--- config.mk ---
export PLATFORM = sky130hd
export DESIGN_NAME = abm_monitor
export DESIGN_NICKNAME = d
export VERILOG_FILES = /design/src/logic/abm_monitor.v
export VERILOG_INCLUDE_DIRS = /design/src /design/src/logic
export SDC_FILE = /design/constraint.sdc
export NUM_CORES = 2
export LEC_CHECK = 0
export BUFFER_PORTS_ARGS = -buffer_cell sky130_fd_sc_hd__buf_2
export CAP_MARGIN = 10
export CORE_ASPECT_RATIO = 1.1
export CORE_MARGIN = 3
export CORE_UTILIZATION = 55
export CTS_BUF_LIST = sky130_fd_sc_hd__clkbuf_16
export DETAILED_ROUTE_END_ITERATION = 8
export HOLD_SLACK_MARGIN = 0.12
export PLACE_DENSITY = 0.81
export SLEW_MARGIN = 20
export SYNTH_ARGS = -nofsm -noshare
export SYNTH_HDL_FRONTEND = slang
export SYNTH_SLANG_ARGS = --single-unit
--- constraint.sdc ---
create_clock -name clk -period 12.25 [get_ports clk]
set_input_delay 3.675 -clock clk [delete_from_list [all_inputs] [get_ports clk]]
set_output_delay 3.675 -clock clk [all_outputs]
set_load 0.05 [all_outputs]
--- src/logic/abm_defs.vh ---
// Register indices, field positions, reset values and counts of the monitor
`ifndef ABM_DEFS_VH
`define ABM_DEFS_VH
`define ABM_IDX_INT_EN 8'he0
`define ABM_IDX_INT_STAT 8'he1
`define ABM_IDX_CFG 8'he2
`define ABM_IDX_SF_PER 8'he3
`define ABM_IDX_SF_SAT 8'he6
`define ABM_IDX_SF_DECL 8'he8
`define ABM_IDX_SF_CLR 8'hea
`define ABM_IDX_SD_PER 8'hec
`define ABM_IDX_SD_SAT 8'hef
`define ABM_IDX_SD_DECL 8'hf1
`define ABM_IDX_SD_CLR 8'hf3
`define ABM_IDX_K1 8'hf5
`define ABM_IDX_K2 8'hf6
`define ABM_IDX_SYNC 8'hf7
`define ABM_EN_MASK 8'hf8
`define ABM_CFG_RST 8'h00
`define ABM_CFG_SYNC_PERSIST 7
`define ABM_CFG_SF_EN 6
`define ABM_CFG_SF_SAT 5
`define ABM_CFG_SF_CLR 4
`define ABM_CFG_SD_EN 3
`define ABM_CFG_SD_SAT 2
`define ABM_CFG_SD_CLR 1
`define ABM_APS_PERSIST 2'h3
`define ABM_SYNC_PERSIST 3'h7
`define ABM_PSBF_FRAMES 4'hc
`define ABM_LONG_SUBS 6'h3f
`define ABM_RESP_OKAY 2'h0
`define ABM_RESP_SLVERR 2'h2
`endif

--- src/logic/abm_monitor.v ---
// Line BER alarms, APS byte and sync message monitor with AXI4-Lite registers
// Functional notes
// - Degrade enable passes degrade transitions to interrupt
// - Fail enable passes fail transitions to interrupt
// - Sync enable interrupts on new sync message
// - APS enable interrupts on new K1/K2 code
// - Switch-byte enable passes failure transitions to interrupt
// - Failure after twelve frames without K1 triple
// - Failure clears after three identical K1 frames
// - Degrade alarm follows declare and clear thresholds
// - Fail alarm follows declare and clear thresholds
// - Degrade event set on any alarm change
// - Fail event set on any alarm change
// - Sync event set on new stored message
// - APS event set on new stored code
// - Switch-byte event set on failure changes
// - Status read clears events, not alarm states
// - Degrade clear window same or eight times
// - Fail clear window same or eight times
// - Degrade saturation per frame or per subtotal
// - Fail saturation per frame or per subtotal
// - Degrade enable runs accumulation, else resets
// - Fail enable runs accumulation, else resets
// - Sync persistence needs eight equal frames
// - Fail declares at or above threshold
// - Window is eight sliding frame subtotals
// - K1 stored after three new identical frames
`timescale 1ns/1ns
`default_nettype none
`include "abm_defs.vh"
module abm_monitor (
  input wire clk,
  input wire srst,
  // Per-frame overhead from the line processor
  input wire frameStrobe,
  input wire [11:0] b2ErrCount,
  input wire [7:0] k1Byte,
  input wire [7:0] k2Byte,
  input wire [3:0] syncNibble,
  // AXI4-Lite slave
  input wire [11:0] s_axi_awaddr,
  input wire s_axi_awvalid,
  output wire s_axi_awready,
  input wire [31:0] s_axi_wdata,
  input wire [3:0] s_axi_wstrb,
  input wire s_axi_wvalid,
  output wire s_axi_wready,
  output reg [1:0] s_axi_bresp,
  output reg s_axi_bvalid,
  input wire s_axi_bready,
  input wire [11:0] s_axi_araddr,
  input wire s_axi_arvalid,
  output wire s_axi_arready,
  output reg [31:0] s_axi_rdata,
  output reg [1:0] s_axi_rresp,
  output reg s_axi_rvalid,
  input wire s_axi_rready,
  output wire irq
);

  // Add two counts and hold the result at a cap
  function [11:0] capAdd;
    input [11:0] a;
    input [11:0] b;
    input [11:0] cap;
    reg [12:0] s;
    begin
      s = {1'b0, a} + {1'b0, b};
      capAdd = (s > {1'b0, cap}) ? cap : s[11:0];
    end
  endfunction

  // Byte-lane merge of a write into an old word
  function [31:0] laneMerge;
    input [31:0] old;
    input [31:0] nw;
    input [3:0] strb;
    integer b;
    begin
      laneMerge = old;
      for (b = 0; b < 4; b = b + 1) begin
        if (strb[b]) begin
          laneMerge[b*8 +: 8] = nw[b*8 +: 8];
        end
      end
    end
  endfunction

  // Software registers
  reg [7:0] intEn_r; // Only bits 7..3 are stored
  reg [7:0] cfg_r;
  reg [23:0] sfPer_r, sdPer_r;
  reg [11:0] sfSat_r, sfDecl_r, sfClr_r;
  reg [11:0] sdSat_r, sdDecl_r, sdClr_r;
  reg [4:0] evt_r; // {switch, aps, sync, fail, degrade}
  reg psbf_r; // Switch-byte failure state
  reg [7:0] k1Stored_r, k2Stored_r;
  reg [3:0] syncStored_r;
  // Alarm states and their pending changes, one bit per monitor
  wire [1:0] alarmVec;
  wire [1:0] alarmFlip;

  // Bus handshake state
  reg awHeld_r, wHeld_r;
  reg [7:0] wIdx_r;
  reg [31:0] wData_r;
  reg [3:0] wStrb_r;

  // Write channels stall while a response is pending
  assign s_axi_awready = !awHeld_r && !s_axi_bvalid;
  assign s_axi_wready = !wHeld_r && !s_axi_bvalid;
  assign s_axi_arready = !s_axi_rvalid;

  wire awFire = s_axi_awvalid && s_axi_awready;
  wire wFire = s_axi_wvalid && s_axi_wready;
  wire arFire = s_axi_arvalid && s_axi_arready;
  // Write commits one cycle after both halves are held
  wire doWrite = awHeld_r && wHeld_r;
  wire [7:0] rIdx = s_axi_araddr[9:2];
  wire addrHi = s_axi_araddr[11:10] != 2'b00;

  // Write index decode; anything else answers with an error
  function mapped;
    input [7:0] idx;
    begin
      case (idx)
        `ABM_IDX_INT_EN, `ABM_IDX_INT_STAT, `ABM_IDX_CFG,
        `ABM_IDX_SF_PER, `ABM_IDX_SF_SAT, `ABM_IDX_SF_DECL,
        `ABM_IDX_SF_CLR, `ABM_IDX_SD_PER, `ABM_IDX_SD_SAT,
        `ABM_IDX_SD_DECL, `ABM_IDX_SD_CLR, `ABM_IDX_K1,
        `ABM_IDX_K2, `ABM_IDX_SYNC: mapped = 1'b1;
        default: mapped = 1'b0;
      endcase
    end
  endfunction

  // Address and data capture, in either order
  always @(posedge clk) begin
    if (srst) begin
      awHeld_r <= 1'b0;
      wHeld_r <= 1'b0;
      wIdx_r <= 8'h00;
      wData_r <= 32'h0;
      wStrb_r <= 4'h0;
      s_axi_bvalid <= 1'b0;
      s_axi_bresp <= `ABM_RESP_OKAY;
    end else begin
      if (awFire) begin
        awHeld_r <= 1'b1;
        // Upper address bits out of map force a miss
        wIdx_r <= (s_axi_awaddr[11:10] != 2'b00) ? 8'h00 : s_axi_awaddr[9:2];
      end
      if (wFire) begin
        wHeld_r <= 1'b1;
        wData_r <= s_axi_wdata;
        wStrb_r <= s_axi_wstrb;
      end
      if (doWrite) begin
        awHeld_r <= 1'b0;
        wHeld_r <= 1'b0;
        s_axi_bvalid <= 1'b1;
        s_axi_bresp <= mapped(wIdx_r) ? `ABM_RESP_OKAY : `ABM_RESP_SLVERR;
      end else if (s_axi_bvalid && s_axi_bready) begin
        s_axi_bvalid <= 1'b0;
      end
    end
  end

  // Current contents of the written register, for byte-lane merging
  reg [31:0] wrOld;
  always @* begin
    case (wIdx_r)
      `ABM_IDX_INT_EN: wrOld = {24'h0, intEn_r};
      `ABM_IDX_CFG: wrOld = {24'h0, cfg_r};
      `ABM_IDX_SF_PER: wrOld = {8'h0, sfPer_r};
      `ABM_IDX_SF_SAT: wrOld = {20'h0, sfSat_r};
      `ABM_IDX_SF_DECL: wrOld = {20'h0, sfDecl_r};
      `ABM_IDX_SF_CLR: wrOld = {20'h0, sfClr_r};
      `ABM_IDX_SD_PER: wrOld = {8'h0, sdPer_r};
      `ABM_IDX_SD_SAT: wrOld = {20'h0, sdSat_r};
      `ABM_IDX_SD_DECL: wrOld = {20'h0, sdDecl_r};
      `ABM_IDX_SD_CLR: wrOld = {20'h0, sdClr_r};
      default: wrOld = 32'h0;
    endcase
  end
  // Merged word; each register keeps only its own low bits
  wire [31:0] wrWord = laneMerge(wrOld, wData_r, wStrb_r);

  // Register writes; status, K1, K2 and sync words are read-only
  always @(posedge clk) begin
    if (srst) begin
      intEn_r <= 8'h00;
      cfg_r <= `ABM_CFG_RST;
      sfPer_r <= 24'h0;
      sdPer_r <= 24'h0;
      sfSat_r <= 12'h0;
      sfDecl_r <= 12'h0;
      sfClr_r <= 12'h0;
      sdSat_r <= 12'h0;
      sdDecl_r <= 12'h0;
      sdClr_r <= 12'h0;
    end else if (doWrite) begin
      case (wIdx_r)
        `ABM_IDX_INT_EN: intEn_r <= wrWord[7:0] & `ABM_EN_MASK;
        `ABM_IDX_CFG: cfg_r <= wrWord[7:0];
        `ABM_IDX_SF_PER: sfPer_r <= wrWord[23:0];
        `ABM_IDX_SF_SAT: sfSat_r <= wrWord[11:0];
        `ABM_IDX_SF_DECL: sfDecl_r <= wrWord[11:0];
        `ABM_IDX_SF_CLR: sfClr_r <= wrWord[11:0];
        `ABM_IDX_SD_PER: sdPer_r <= wrWord[23:0];
        `ABM_IDX_SD_SAT: sdSat_r <= wrWord[11:0];
        `ABM_IDX_SD_DECL: sdDecl_r <= wrWord[11:0];
        `ABM_IDX_SD_CLR: sdClr_r <= wrWord[11:0];
        default: ;
      endcase
    end
  end

  // Read mux
  reg [31:0] rMux;
  always @* begin
    case (rIdx)
      `ABM_IDX_INT_EN: rMux = {24'h0, intEn_r};
      `ABM_IDX_INT_STAT: rMux = {24'h0, evt_r, alarmVec[1], alarmVec[0], psbf_r};
      `ABM_IDX_CFG: rMux = {24'h0, cfg_r};
      `ABM_IDX_SF_PER: rMux = {8'h0, sfPer_r};
      `ABM_IDX_SF_SAT: rMux = {20'h0, sfSat_r};
      `ABM_IDX_SF_DECL: rMux = {20'h0, sfDecl_r};
      `ABM_IDX_SF_CLR: rMux = {20'h0, sfClr_r};
      `ABM_IDX_SD_PER: rMux = {8'h0, sdPer_r};
      `ABM_IDX_SD_SAT: rMux = {20'h0, sdSat_r};
      `ABM_IDX_SD_DECL: rMux = {20'h0, sdDecl_r};
      `ABM_IDX_SD_CLR: rMux = {20'h0, sdClr_r};
      `ABM_IDX_K1: rMux = {24'h0, k1Stored_r};
      `ABM_IDX_K2: rMux = {24'h0, k2Stored_r};
      `ABM_IDX_SYNC: rMux = {28'h0, syncStored_r};
      default: rMux = 32'h0;
    endcase
  end

  // Read channel; the answer is registered one cycle after the address
  always @(posedge clk) begin
    if (srst) begin
      s_axi_rvalid <= 1'b0;
      s_axi_rdata <= 32'h0;
      s_axi_rresp <= `ABM_RESP_OKAY;
    end else if (arFire) begin
      s_axi_rvalid <= 1'b1;
      s_axi_rdata <= addrHi ? 32'h0 : rMux;
      s_axi_rresp <= (!addrHi && mapped(rIdx)) ? `ABM_RESP_OKAY : `ABM_RESP_SLVERR;
    end else if (s_axi_rvalid && s_axi_rready) begin
      s_axi_rvalid <= 1'b0;
    end
  end

  // Bit error monitors: channel 0 is degrade, channel 1 is fail
  genvar ch;
  generate
    for (ch = 0; ch < 2; ch = ch + 1) begin : gBer
      wire monEn = (ch == 0) ? cfg_r[`ABM_CFG_SD_EN] : cfg_r[`ABM_CFG_SF_EN];
      wire satMode = (ch == 0) ? cfg_r[`ABM_CFG_SD_SAT] : cfg_r[`ABM_CFG_SF_SAT];
      wire clrMode = (ch == 0) ? cfg_r[`ABM_CFG_SD_CLR] : cfg_r[`ABM_CFG_SF_CLR];
      wire [23:0] period = (ch == 0) ? sdPer_r : sfPer_r;
      wire [11:0] satTh = (ch == 0) ? sdSat_r : sfSat_r;
      wire [11:0] declTh = (ch == 0) ? sdDecl_r : sfDecl_r;
      wire [11:0] clrTh = (ch == 0) ? sdClr_r : sfClr_r;
      reg [11:0] sub_r [0:7]; // Sliding subtotals
      reg [2:0] ptr_r; // Oldest subtotal slot
      reg [23:0] frm_r; // Frames into current subtotal
      reg [11:0] acc_r; // Current subtotal
      reg [14:0] win_r; // Sum of the eight subtotals
      reg [17:0] long_r; // Long clearing window sum
      reg [5:0] longCnt_r; // Subtotals into long window
      reg alarm_r;
      reg alarmNxt;
      integer i;
      // per-frame cap when mode is zero
      wire [11:0] frmErr = satMode ? b2ErrCount : capAdd(12'h0, b2ErrCount, satTh);
      wire [11:0] accSum = capAdd(acc_r, frmErr, satMode ? satTh : 12'hfff);
      // A zero period still closes a subtotal every frame
      wire subEnd = ({1'b0, frm_r} + 25'h1) >= {1'b0, period};
      wire [14:0] winNew = win_r - {3'b0, sub_r[ptr_r]} + {3'b0, accSum};
      wire [17:0] longNew = long_r + {6'b0, accSum};

      // Alarm decision taken only when a subtotal closes; disabling the monitor clears it at once
      always @* begin
        alarmNxt = alarm_r;
        if (!monEn) begin
          alarmNxt = 1'b0;
        end else if (frameStrobe && subEnd) begin
          if (!alarm_r) begin
            alarmNxt = winNew >= {3'b0, declTh};
          end else if (!clrMode) begin
            alarmNxt = !(winNew < {3'b0, clrTh});
          end else if (longCnt_r == `ABM_LONG_SUBS) begin
            alarmNxt = !(longNew < {6'b0, clrTh});
          end
        end
      end

      always @(posedge clk) begin
        if (srst || !monEn) begin
          for (i = 0; i < 8; i = i + 1) begin
            sub_r[i] <= 12'h0;
          end
          ptr_r <= 3'h0;
          frm_r <= 24'h0;
          acc_r <= 12'h0;
          win_r <= 15'h0;
          long_r <= 18'h0;
          longCnt_r <= 6'h0;
          alarm_r <= 1'b0;
        end else begin
          alarm_r <= alarmNxt;
          if (frameStrobe) begin
            if (subEnd) begin
              sub_r[ptr_r] <= accSum;
              ptr_r <= ptr_r + 3'h1;
              win_r <= winNew;
              frm_r <= 24'h0;
              acc_r <= 12'h0;
              // Long window only runs while declared in long mode
              if (!alarm_r || !clrMode || longCnt_r == `ABM_LONG_SUBS) begin
                long_r <= 18'h0;
                longCnt_r <= 6'h0;
              end else begin
                long_r <= longNew;
                longCnt_r <= longCnt_r + 6'h1;
              end
            end else begin
              frm_r <= frm_r + 24'h1;
              acc_r <= accSum;
            end
          end
        end
      end
      assign alarmVec[ch] = alarm_r;
      assign alarmFlip[ch] = alarm_r != alarmNxt;
    end
  endgenerate

  // K1 run tracking for switch-byte failure, pair tracking for code updates
  reg [7:0] k1Last_r, k2Last_r;
  reg [1:0] k1Run_r; // Identical K1 frames, saturates at three
  reg [1:0] apsRun_r; // Identical K1/K2 pair frames, saturates at three
  reg [3:0] noRunCnt_r; // Frames since last K1 triple or failure declaration
  reg [3:0] syncLast_r;
  reg [2:0] syncRun_r; // Equal nibble frames minus one
  wire [1:0] k1RunNxt = (k1Byte != k1Last_r) ? 2'h1 :
                        (k1Run_r == `ABM_APS_PERSIST) ? k1Run_r : k1Run_r + 2'h1;
  wire k1Triple = k1RunNxt == `ABM_APS_PERSIST;
  wire pairSame = (k1Byte == k1Last_r) && (k2Byte == k2Last_r);
  wire pairNew = (k1Byte != k1Stored_r) || (k2Byte != k2Stored_r);
  wire [1:0] apsRunNxt = !pairSame ? 2'h1 :
                         (apsRun_r == `ABM_APS_PERSIST) ? apsRun_r : apsRun_r + 2'h1;
  // update after three new identical frames
  wire apsLoad = frameStrobe && pairNew && apsRunNxt == `ABM_APS_PERSIST;
  // failure after twelve frames without triple
  wire psbfSet = frameStrobe && !k1Triple && (noRunCnt_r + 4'h1 >= `ABM_PSBF_FRAMES);
  wire psbfClr = frameStrobe && k1Triple;
  wire psbfNxt = psbfClr ? 1'b0 : (psbfSet ? 1'b1 : psbf_r);
  wire syncSame = syncNibble == syncLast_r;
  // eight equal frames when persistence is on
  wire syncOk = !cfg_r[`ABM_CFG_SYNC_PERSIST] ||
                (syncSame && syncRun_r == `ABM_SYNC_PERSIST - 3'h1) ||
                (syncSame && syncRun_r == `ABM_SYNC_PERSIST);
  wire syncLoad = frameStrobe && syncOk && (syncNibble != syncStored_r);

  // Frame-rate state for APS and sync extraction
  always @(posedge clk) begin
    if (srst) begin
      k1Last_r <= 8'h00;
      k2Last_r <= 8'h00;
      k1Run_r <= 2'h0;
      apsRun_r <= 2'h0;
      noRunCnt_r <= 4'h0;
      psbf_r <= 1'b0;
      k1Stored_r <= 8'h00;
      k2Stored_r <= 8'h00;
      syncLast_r <= 4'h0;
      syncRun_r <= 3'h0;
      syncStored_r <= 4'h0;
    end else if (frameStrobe) begin
      k1Last_r <= k1Byte;
      k2Last_r <= k2Byte;
      k1Run_r <= k1RunNxt;
      apsRun_r <= apsRunNxt;
      noRunCnt_r <= (k1Triple || psbfSet) ? 4'h0 : noRunCnt_r + 4'h1;
      psbf_r <= psbfNxt;
      if (apsLoad) begin
        k1Stored_r <= k1Byte;
        k2Stored_r <= k2Byte;
      end
      syncLast_r <= syncNibble;
      // Run count saturates so a held value stays qualified
      syncRun_r <= !syncSame ? 3'h0 :
                   (syncRun_r == `ABM_SYNC_PERSIST) ? syncRun_r : syncRun_r + 3'h1;
      if (syncLoad) begin
        syncStored_r <= syncNibble;
      end
    end
  end

  // Event bits; a new event in the clearing cycle survives the read
  wire statRead = arFire && !addrHi && rIdx == `ABM_IDX_INT_STAT;
  wire [4:0] evtSet = {psbfNxt != psbf_r, apsLoad, syncLoad, alarmFlip[1], alarmFlip[0]};
  always @(posedge clk) begin
    if (srst) begin
      evt_r <= 5'h00;
    end else begin
      evt_r <= (statRead ? 5'h00 : evt_r) | evtSet;
    end
  end

  assign irq = |(evt_r & intEn_r[7:3]);

endmodule
`default_nettype wire

=== Word level (Yosys, flattened, before mapping) ===
Memory sizes are Yosys's and may differ from the RTL's. A register that Yosys moved wholly into a read port is not among the register bits.
Index checks and enable logic that the tools add are counted.

* Add/sub/neg operators: 20
* Muxes and demuxes: 77
* Reduce and logical (&&, ||, !) cells: 75
* Bitwise operators: 2
* $lt $le $gt $ge: 13
* Eq/ne operators: 47

{| class="wikitable"
|+ Operators with widths
! operator !! number
|-
| 24-bit one-hot mux with 14 select lines || 1
|-
| 8-bit == test, second input constant || 28
|-
| 24-bit one-hot mux with 9 select lines || 1
|-
| 12-bit two-way mux || 12
|-
| 24-bit by 1-bit adder with 25-bit output, second input constant || 2
|-
| 25-bit by 24-bit >= comparator with 1-bit output || 2
|-
| 24-bit by 1-bit adder with 24-bit output, second input constant || 2
|-
| 24-bit two-way mux || 2
|-
| 18-bit by 12-bit adder with 18-bit output || 2
|-
| 18-bit by 12-bit less-than comparator with 1-bit output || 2
|-
| 1-bit two-way mux || 36
|-
| 18-bit two-way mux || 2
|-
| 32-bit two-way mux || 1
|-
| 8-bit two-way mux || 4
|-
| 15-bit by 12-bit adder with 15-bit output || 2
|-
| 15-bit by 12-bit >= comparator with 1-bit output || 2
|-
| 15-bit by 12-bit less-than comparator with 1-bit output || 2
|-
| 2-bit AND reduction || 15
|-
| 15-bit by 12-bit subtractor with 15-bit output || 2
|-
| 14-bit OR reduction || 2
|-
| 12-bit by 12-bit adder with 13-bit output || 2
|-
| 13-bit by 12-bit greater-than comparator with 1-bit output || 2
|-
| 12-bit greater-than comparator || 2
|-
| 3-bit two-way mux || 8
|-
| other kinds (27) || 98
|}

* Logic and storage cells: 282
* Output and inout port bits: 42
* Input bits: 100
* Memories: 2
* Bits in writable memories: 192
* Bits in registers: 423

{| class="wikitable"
|+ Memory list
! memory !! words !! bits a word !! rd ports !! clocked after memory_dff !! write ports !! line !! source
|-
| gBer[0].sub_r || 8 || 12 || 1 || 1 || 8 || abm_monitor.v:267 || <nowiki>reg [11:0] sub_r [0:7];</nowiki>
|-
| gBer[1].sub_r || 8 || 12 || 1 || 1 || 8 || abm_monitor.v:267 ||
|}

=== Longest topological paths before layout ===
* Word-level depth: 16
* Gate-level depth with buffers: 48
* Depth with buffers taken out: 46

=== Worst setup path after synthesis ===
OpenSTA, ideal clock, no wires.

* Path type: input to register
* Start: in b2ErrCount[5]
* End: reg gBer[1].alarm_r
* Stages: 42
* Data arrival time: 12549 ps
* Buffers on the path: 2
* Setup time: 116 ps
* Slack: -416 ps
* Required time: 12134 ps
* Cells stage by stage: ha_1 a21o_1 a21o_1 a21o_1 a21o_1 a21oi_1 nor2b_1 o21ai_0 a221oi_1 clkbuf_1 mux2_2 ha_1 a21o_1 a21oi_1 nand2b_1 a21oi_1 a41o_1 o41a_1 [6 not listed] buf_2 mux2i_1 inv_1 fa_1 ha_1 o21a_1 or2_2 a31oi_1 xnor2_1 ha_1 a21o_1 a21oi_1 nor2b_1 a2111oi_0 o211ai_1 nor4bb_1 a31oi_1 o211a_1

* Elaborated cells on any way between the ends: 18
* Classes of those cells: 3 x add/sub; 5 x order compare; 8 x mux; 2 x reduce/logical

{| class="wikitable"
|+ RTL lines
! what !! line !! source
|-
| start: declaration || abm_monitor.v:36 || <nowiki>input wire [11:0] b2ErrCount,</nowiki>
|-
| 12-bit greater-than comparator || abm_monitor.v:69 || <nowiki>capAdd = (s > {1'b0, cap}) ? cap : s[11:0];</nowiki>
|-
| 12-bit two-way mux || abm_monitor.v:69 ||
|-
| 12-bit two-way mux (*) || abm_monitor.v:278 || <nowiki>wire [11:0] frmErr = satMode ? b2ErrCount : capAdd(12'h0, b2ErrCount, satTh);</nowiki>
|-
| 12-bit by 12-bit adder with 13-bit output (*) || abm_monitor.v:68 || <nowiki>s = {1'b0, a} + {1'b0, b};</nowiki>
|-
| 13-bit by 12-bit greater-than comparator with 1-bit output || abm_monitor.v:69 ||
|-
| 12-bit two-way mux (*) || abm_monitor.v:69 ||
|-
| via gBer[1].accSum[5] || abm_monitor.v:279 || <nowiki>wire [11:0] accSum = capAdd(acc_r, frmErr, satMode ? satTh : 12'hfff);</nowiki>
|-
| 15-bit by 12-bit adder with 15-bit output (*) || abm_monitor.v:282 || <nowiki>wire [14:0] winNew = win_r - {3'b0, sub_r[ptr_r]} + {3'b0, accSum};</nowiki>
|-
| via gBer[1].winNew[8] || abm_monitor.v:282 ||
|-
| 15-bit by 12-bit less-than comparator with 1-bit output || abm_monitor.v:294 || <nowiki>alarmNxt = !(winNew < {3'b0, clrTh});</nowiki>
|-
| 1-bit logical NOT || abm_monitor.v:294 ||
|-
| 1-bit two-way mux || abm_monitor.v:293 || <nowiki>end else if (!clrMode) begin</nowiki>
|-
| 1-bit two-way mux (*) || abm_monitor.v:291 || <nowiki>if (!alarm_r) begin</nowiki>
|-
| 1-bit two-way mux (*) || abm_monitor.v:290 || <nowiki>end else if (frameStrobe && subEnd) begin</nowiki>
|-
| 1-bit two-way mux (*) || abm_monitor.v:288 || <nowiki>if (!monEn) begin</nowiki>
|-
| end signal: assignment || abm_monitor.v:314 || <nowiki>alarm_r <= alarmNxt;</nowiki>
|-
| end: declaration || abm_monitor.v:274 || <nowiki>reg alarm_r;</nowiki>
|}

The timed path passes the listed nets; every way through them passes the cells marked *.
A chain may end at the register's enable or synchronous reset.

=== Worst setup path in the final report ===
Ends and elaborated chain as after synthesis.

==> results.json <==
{
  "nNetsFinal": 4712,
  "whs_ns": 0.454,
  "synth_seq_cells": 611,
  "critPathSlowestCell": "o41a_1",
  "finalHoldViolCount": 0,
  "max_freq_mhz": 84.0,
  "crit_path_max_incr_delay_ns": 0.44,
  "ys_warn_count": 0,
  "syn_area_um2": 35800,
  "hp-class": "register to register",
  "start_util_pct": 55.8,
  "worstPathRequired_ns": 12.79,
  "cp.arrival_ns": 12.45,
  "cts_hold_buf": 0,
  "timing.final.crit_share_pct": 97.2,
  "fillers": 5122,
  "setup_viol": 0,
  "synth_ff_type": "dfxtp_1",
  "synth_edf_count": 192,
  "ir_worst_vdd_v": 0.000112,
  "fp.dieH_um": 273,
  "p_sw_share_pct": 26.1,
  "tns_ns": 0,
  "drc": 0,
  "io_pins": 142,
  "die-area_um2": 68100,
  "critPathBufInv": 9,
  "p_seq_share_pct": 45.7,
  "post_synth.cell_area_avg_um2": 8.76,
  "insertedDiodeCount": 0,
  "finClkSkew_ns": 0.0223,
  "cts_max_level": 2,
  "p_leak_nw": 16.2,
  "period_needed_ns": 11.91,
  "critPathKind": "input pin to register",
  "final_util_pct": 64.1,
  "finalMaxSlewViolations": 0,
  "antenna_found_initial": 0,
  "grt_pass1_vias": 30800,
  "worstMarginPinSlew_ns": 1.21,
  "path_clk_slew_ns": 0.06,
  "crit_family": "compound AO/OA/AOI/OAI gates",
  "cts_tree": "built",
  "grtUsageTotal_pct": 30.0,
  "p_int_mw": 3.40,
  "coreArea_um2": 64100,
  "maxCapViolCount": 0,
  "cp_common_cell": "a21o_1",
  "power_density_nw_per_um2": 112,
  "power_frac_clock_pct": 41.2,
  "async_flop_share_pct": 0,
  "via_per_inst": 6.13,
  "combPwrFrac_pct": 13.2,
  "critPathMaxFanout": 6,
  "hold_start": "wData_r[3]",
  "first_iter_violations": 3073,
  "gp_congestion": 1.01,
  "critPathLaunch": "b2ErrCount[5]",
  "synth_cell_types": 89,
  "clk_latency_ns": 0.65,
  "dp_hpwl_um": 76200,
  "drive_above_1_share_pct": 15.3,
  "num_vias": 32000,
  "dieWidth_um": 249,
  "root_buffer": "clkbuf_16",
  "seqCellArea_um2": 14200,
  "grt_pass1_wl_um": 165000,
  "synth_cells": 4081,
  "power.total_mw": 4.61,
  "wl_per_cell_um": 20.4,
  "multi_input_area_um2": 20400,
  "finalWorstSetupSlack_ns": 0.338,
  "p_switching_mw": 1.20,
  "rows": 97,
  "status": "finished clean",
  "r2r-start": "gBer[1].satTh[5]",
  "synth-seq-area-share_pct": 39.6,
  "grt_remaining_overflow": 0,
  "worst_setup_path_end_kind": "register",
  "cts_max_path_buffers": 3,
  "totalWireLength_um": 107000,
  "cts_sinks": 611,
  "syn_to_final_growth_pct": 14.8,
  "grt_max_degree": 97,
  "first_pass_iters": 6,
  "final_antenna_net_count": 0,
  "place_ws_ns": -0.757,
  "portBuffers": 118,
  "slew_headroom_pct": 19.3,
  "startpoint_type": "input pin",
  "cts_made_buffers": 61
}
## worst min-delay path, stage by stage (launching register included)
cell and delay, ns:
dfxtp_1 0.31, nand2_1 0.05, a21oi_1 0.05
## cells in the mapped netlist, types with 7 or more instances
cell | n | share of area (%)
a31oi_1 | 29 | 0.51
o21ai_0 | 138 | 1.9
a221oi_1 | 13 | 0.32
xnor2_1 | 99 | 2.4
o211ai_1 | 32 | 0.67
mux4_2 | 49 | 3.1
edfxtp_1 | 192 | 16
mux2_2 | 38 | 1.2
nand3_1 | 114 | 1.6
a22oi_1 | 91 | 1.9
a2111oi_0 | 17 | 0.42
xor2_1 | 68 | 1.7
clkbuf_1 | 183 | 1.9
nor2_1 | 486 | 5.1
o21a_1 | 23 | 0.48
and4_1 | 9 | 0.22
fa_1 | 28 | 1.6
a21oi_1 | 406 | 5.7
buf_4 | 10 | 0.21
inv_1 | 195 | 2.0
nor4_1 | 22 | 0.38
nand4_1 | 43 | 0.75
nand2b_1 | 26 | 0.45
and2_1 | 16 | 0.28
a21o_1 | 35 | 0.73
dfxtp_1 | 419 | 23
nor3_1 | 58 | 0.81
ha_1 | 257 | 9.0
mux2i_1 | 100 | 2.8
nand2_1 | 593 | 6.2
a211oi_1 | 23 | 0.48
or3_1 | 7 | 0.12
nand3b_1 | 20 | 0.42
o31ai_1 | 11 | 0.23
a32oi_1 | 7 | 0.17
buf_1 | 20 | 0.21
o21ai_1 | 16 | 0.22
and3_1 | 37 | 0.65
nor2b_1 | 43 | 0.75
## cell usage in the layout (no fill, tap or decap), types with 11 or more instances in the layout
cell type / Yosys / final
a2111oi_0: 17 / 15
a211oi_1: 23 / 18
a21o_1: 35 / 34
a21oi_1: 406 / 397
a221oi_1: 13 / 12
a22oi_1: 91 / 91
a31oi_1: 29 / 27
and2_1: 16 / 16
and3_1: 37 / 37
buf_2: 5 / 117
buf_4: 10 / 276
clkbuf_16: 0 / 62
clkinv_1: 0 / 11
dfxtp_1: 419 / 419
edfxtp_1: 192 / 192
fa_1: 28 / 28
ha_1: 257 / 255
inv_1: 195 / 201
mux2_2: 38 / 37
mux2i_1: 100 / 97
mux4_2: 49 / 49
nand2_1: 593 / 592
nand2b_1: 26 / 23
nand3_1: 114 / 113
nand3b_1: 20 / 20
nand4_1: 43 / 43
nor2_1: 486 / 481
nor2b_1: 43 / 40
nor3_1: 58 / 51
nor4_1: 22 / 21
o211ai_1: 32 / 32
o21a_1: 23 / 23
o21ai_0: 138 / 126
o21ai_1: 16 / 19
xnor2_1: 99 / 93
xor2_1: 68 / 68
## stage by stage
stage / instances / instance area, µm²
2_1_floorplan: 4090 / 35900
3_3_place_gp: 5090 / 38600
3_5_place_dp: 5090 / 38600
4_1_cts: 5207 / 40700
5_1_grt: 5219 / 41100
6_report: 5219 / 41100
## per-layer routing
layer / track usage [%] / up-vias / share of wire [%]
met5: 0 / - / 0
met1: 36.7 / 15200 / 38
met4: 14.2 / 0 / 5.5
li1: - / 14900 / -
met3: 4.86 / 366 / 8.1
met2: 51.9 / 1471 / 48
## cell families (layout without fill, tap and decap cells)
kind of cell	after synthesis	count (layout)	share of synthesized area, %
XOR/XNOR	168	168	4.15
AO/OA/AOI/OAI	907	907	15.5
adder cells (fa/ha/maj)	285	285	10.6
flip-flops	611	611	39.6
AND/OR/NAND/NOR	1504	1504	18.5
buffers and inverters	418	706	4.61
other	1	10	0.0105
multiplexers	187	187	7.08
## what timing repair did
item                       4_1_cts  5_1_grt
setup endpoints to repair        2        4
gates resized for setup          7       66
gates cloned                     0        0
pin swaps                        2       36
setup buffers                    3       12
## registers in the layout, indices dropped and copies added, names as in the netlist, 5 cells and up, named ones only
signal / cells
gBer.satTh: 24
s_axi_rdata: 24
gBer.frm_r: 48
gBer.longCnt_r: 12
gBer.sub_r: 192
wIdx_r: 8
gBer.ptr_r: 6
gBer.acc_r: 24
k1Stored_r: 8
k1Last_r: 8
gBer.period: 48
gBer.long_r: 36
k2Last_r: 8
gBer.declTh: 24
gBer.win_r: 30
wData_r: 24
gBer.clrTh: 24
cfg_r: 8
evt_r: 5
intEn_r: 5
k2Stored_r: 8
## path summary, 6_finish.rpt
check / end / slack [ns] / cells after the start
worst min register to register: wData_r[3] / 0.45 / 2
worst max register to register: gBer[1].alarm_r / 2.86 / 45
worst min-delay path: wData_r[3] / 0.45 / 2
worst max-delay path: gBer[1].alarm_r / 0.34 / 46
## power groups by stage
stage / combinational [mW] / sequential (mW) / clock, mW
6_report: 0.606 / 2.10 / 1.90
5_1_grt: 0.662 / 2.10 / 1.99
4_1_cts: 0.572 / 2.10 / 1.91
3_5_place_dp: 0.563 / 2.15 / 0
3_3_place_gp: 0.547 / 2.15 / 0
2_1_floorplan: 0.338 / 2.14 / 0
## layout make-up
class,instances,share of cell area [%]
Multi-Input combinational cell,3061,49.7
Sequential cell,611,34.5
Timing Repair Buffer,396,6.58
Clock buffer,62,3.78
Tap cell,841,2.56
Inverter,196,1.79
Clock inverter,52,1.12
Note: power is estimated with default switching activity, not from simulation.
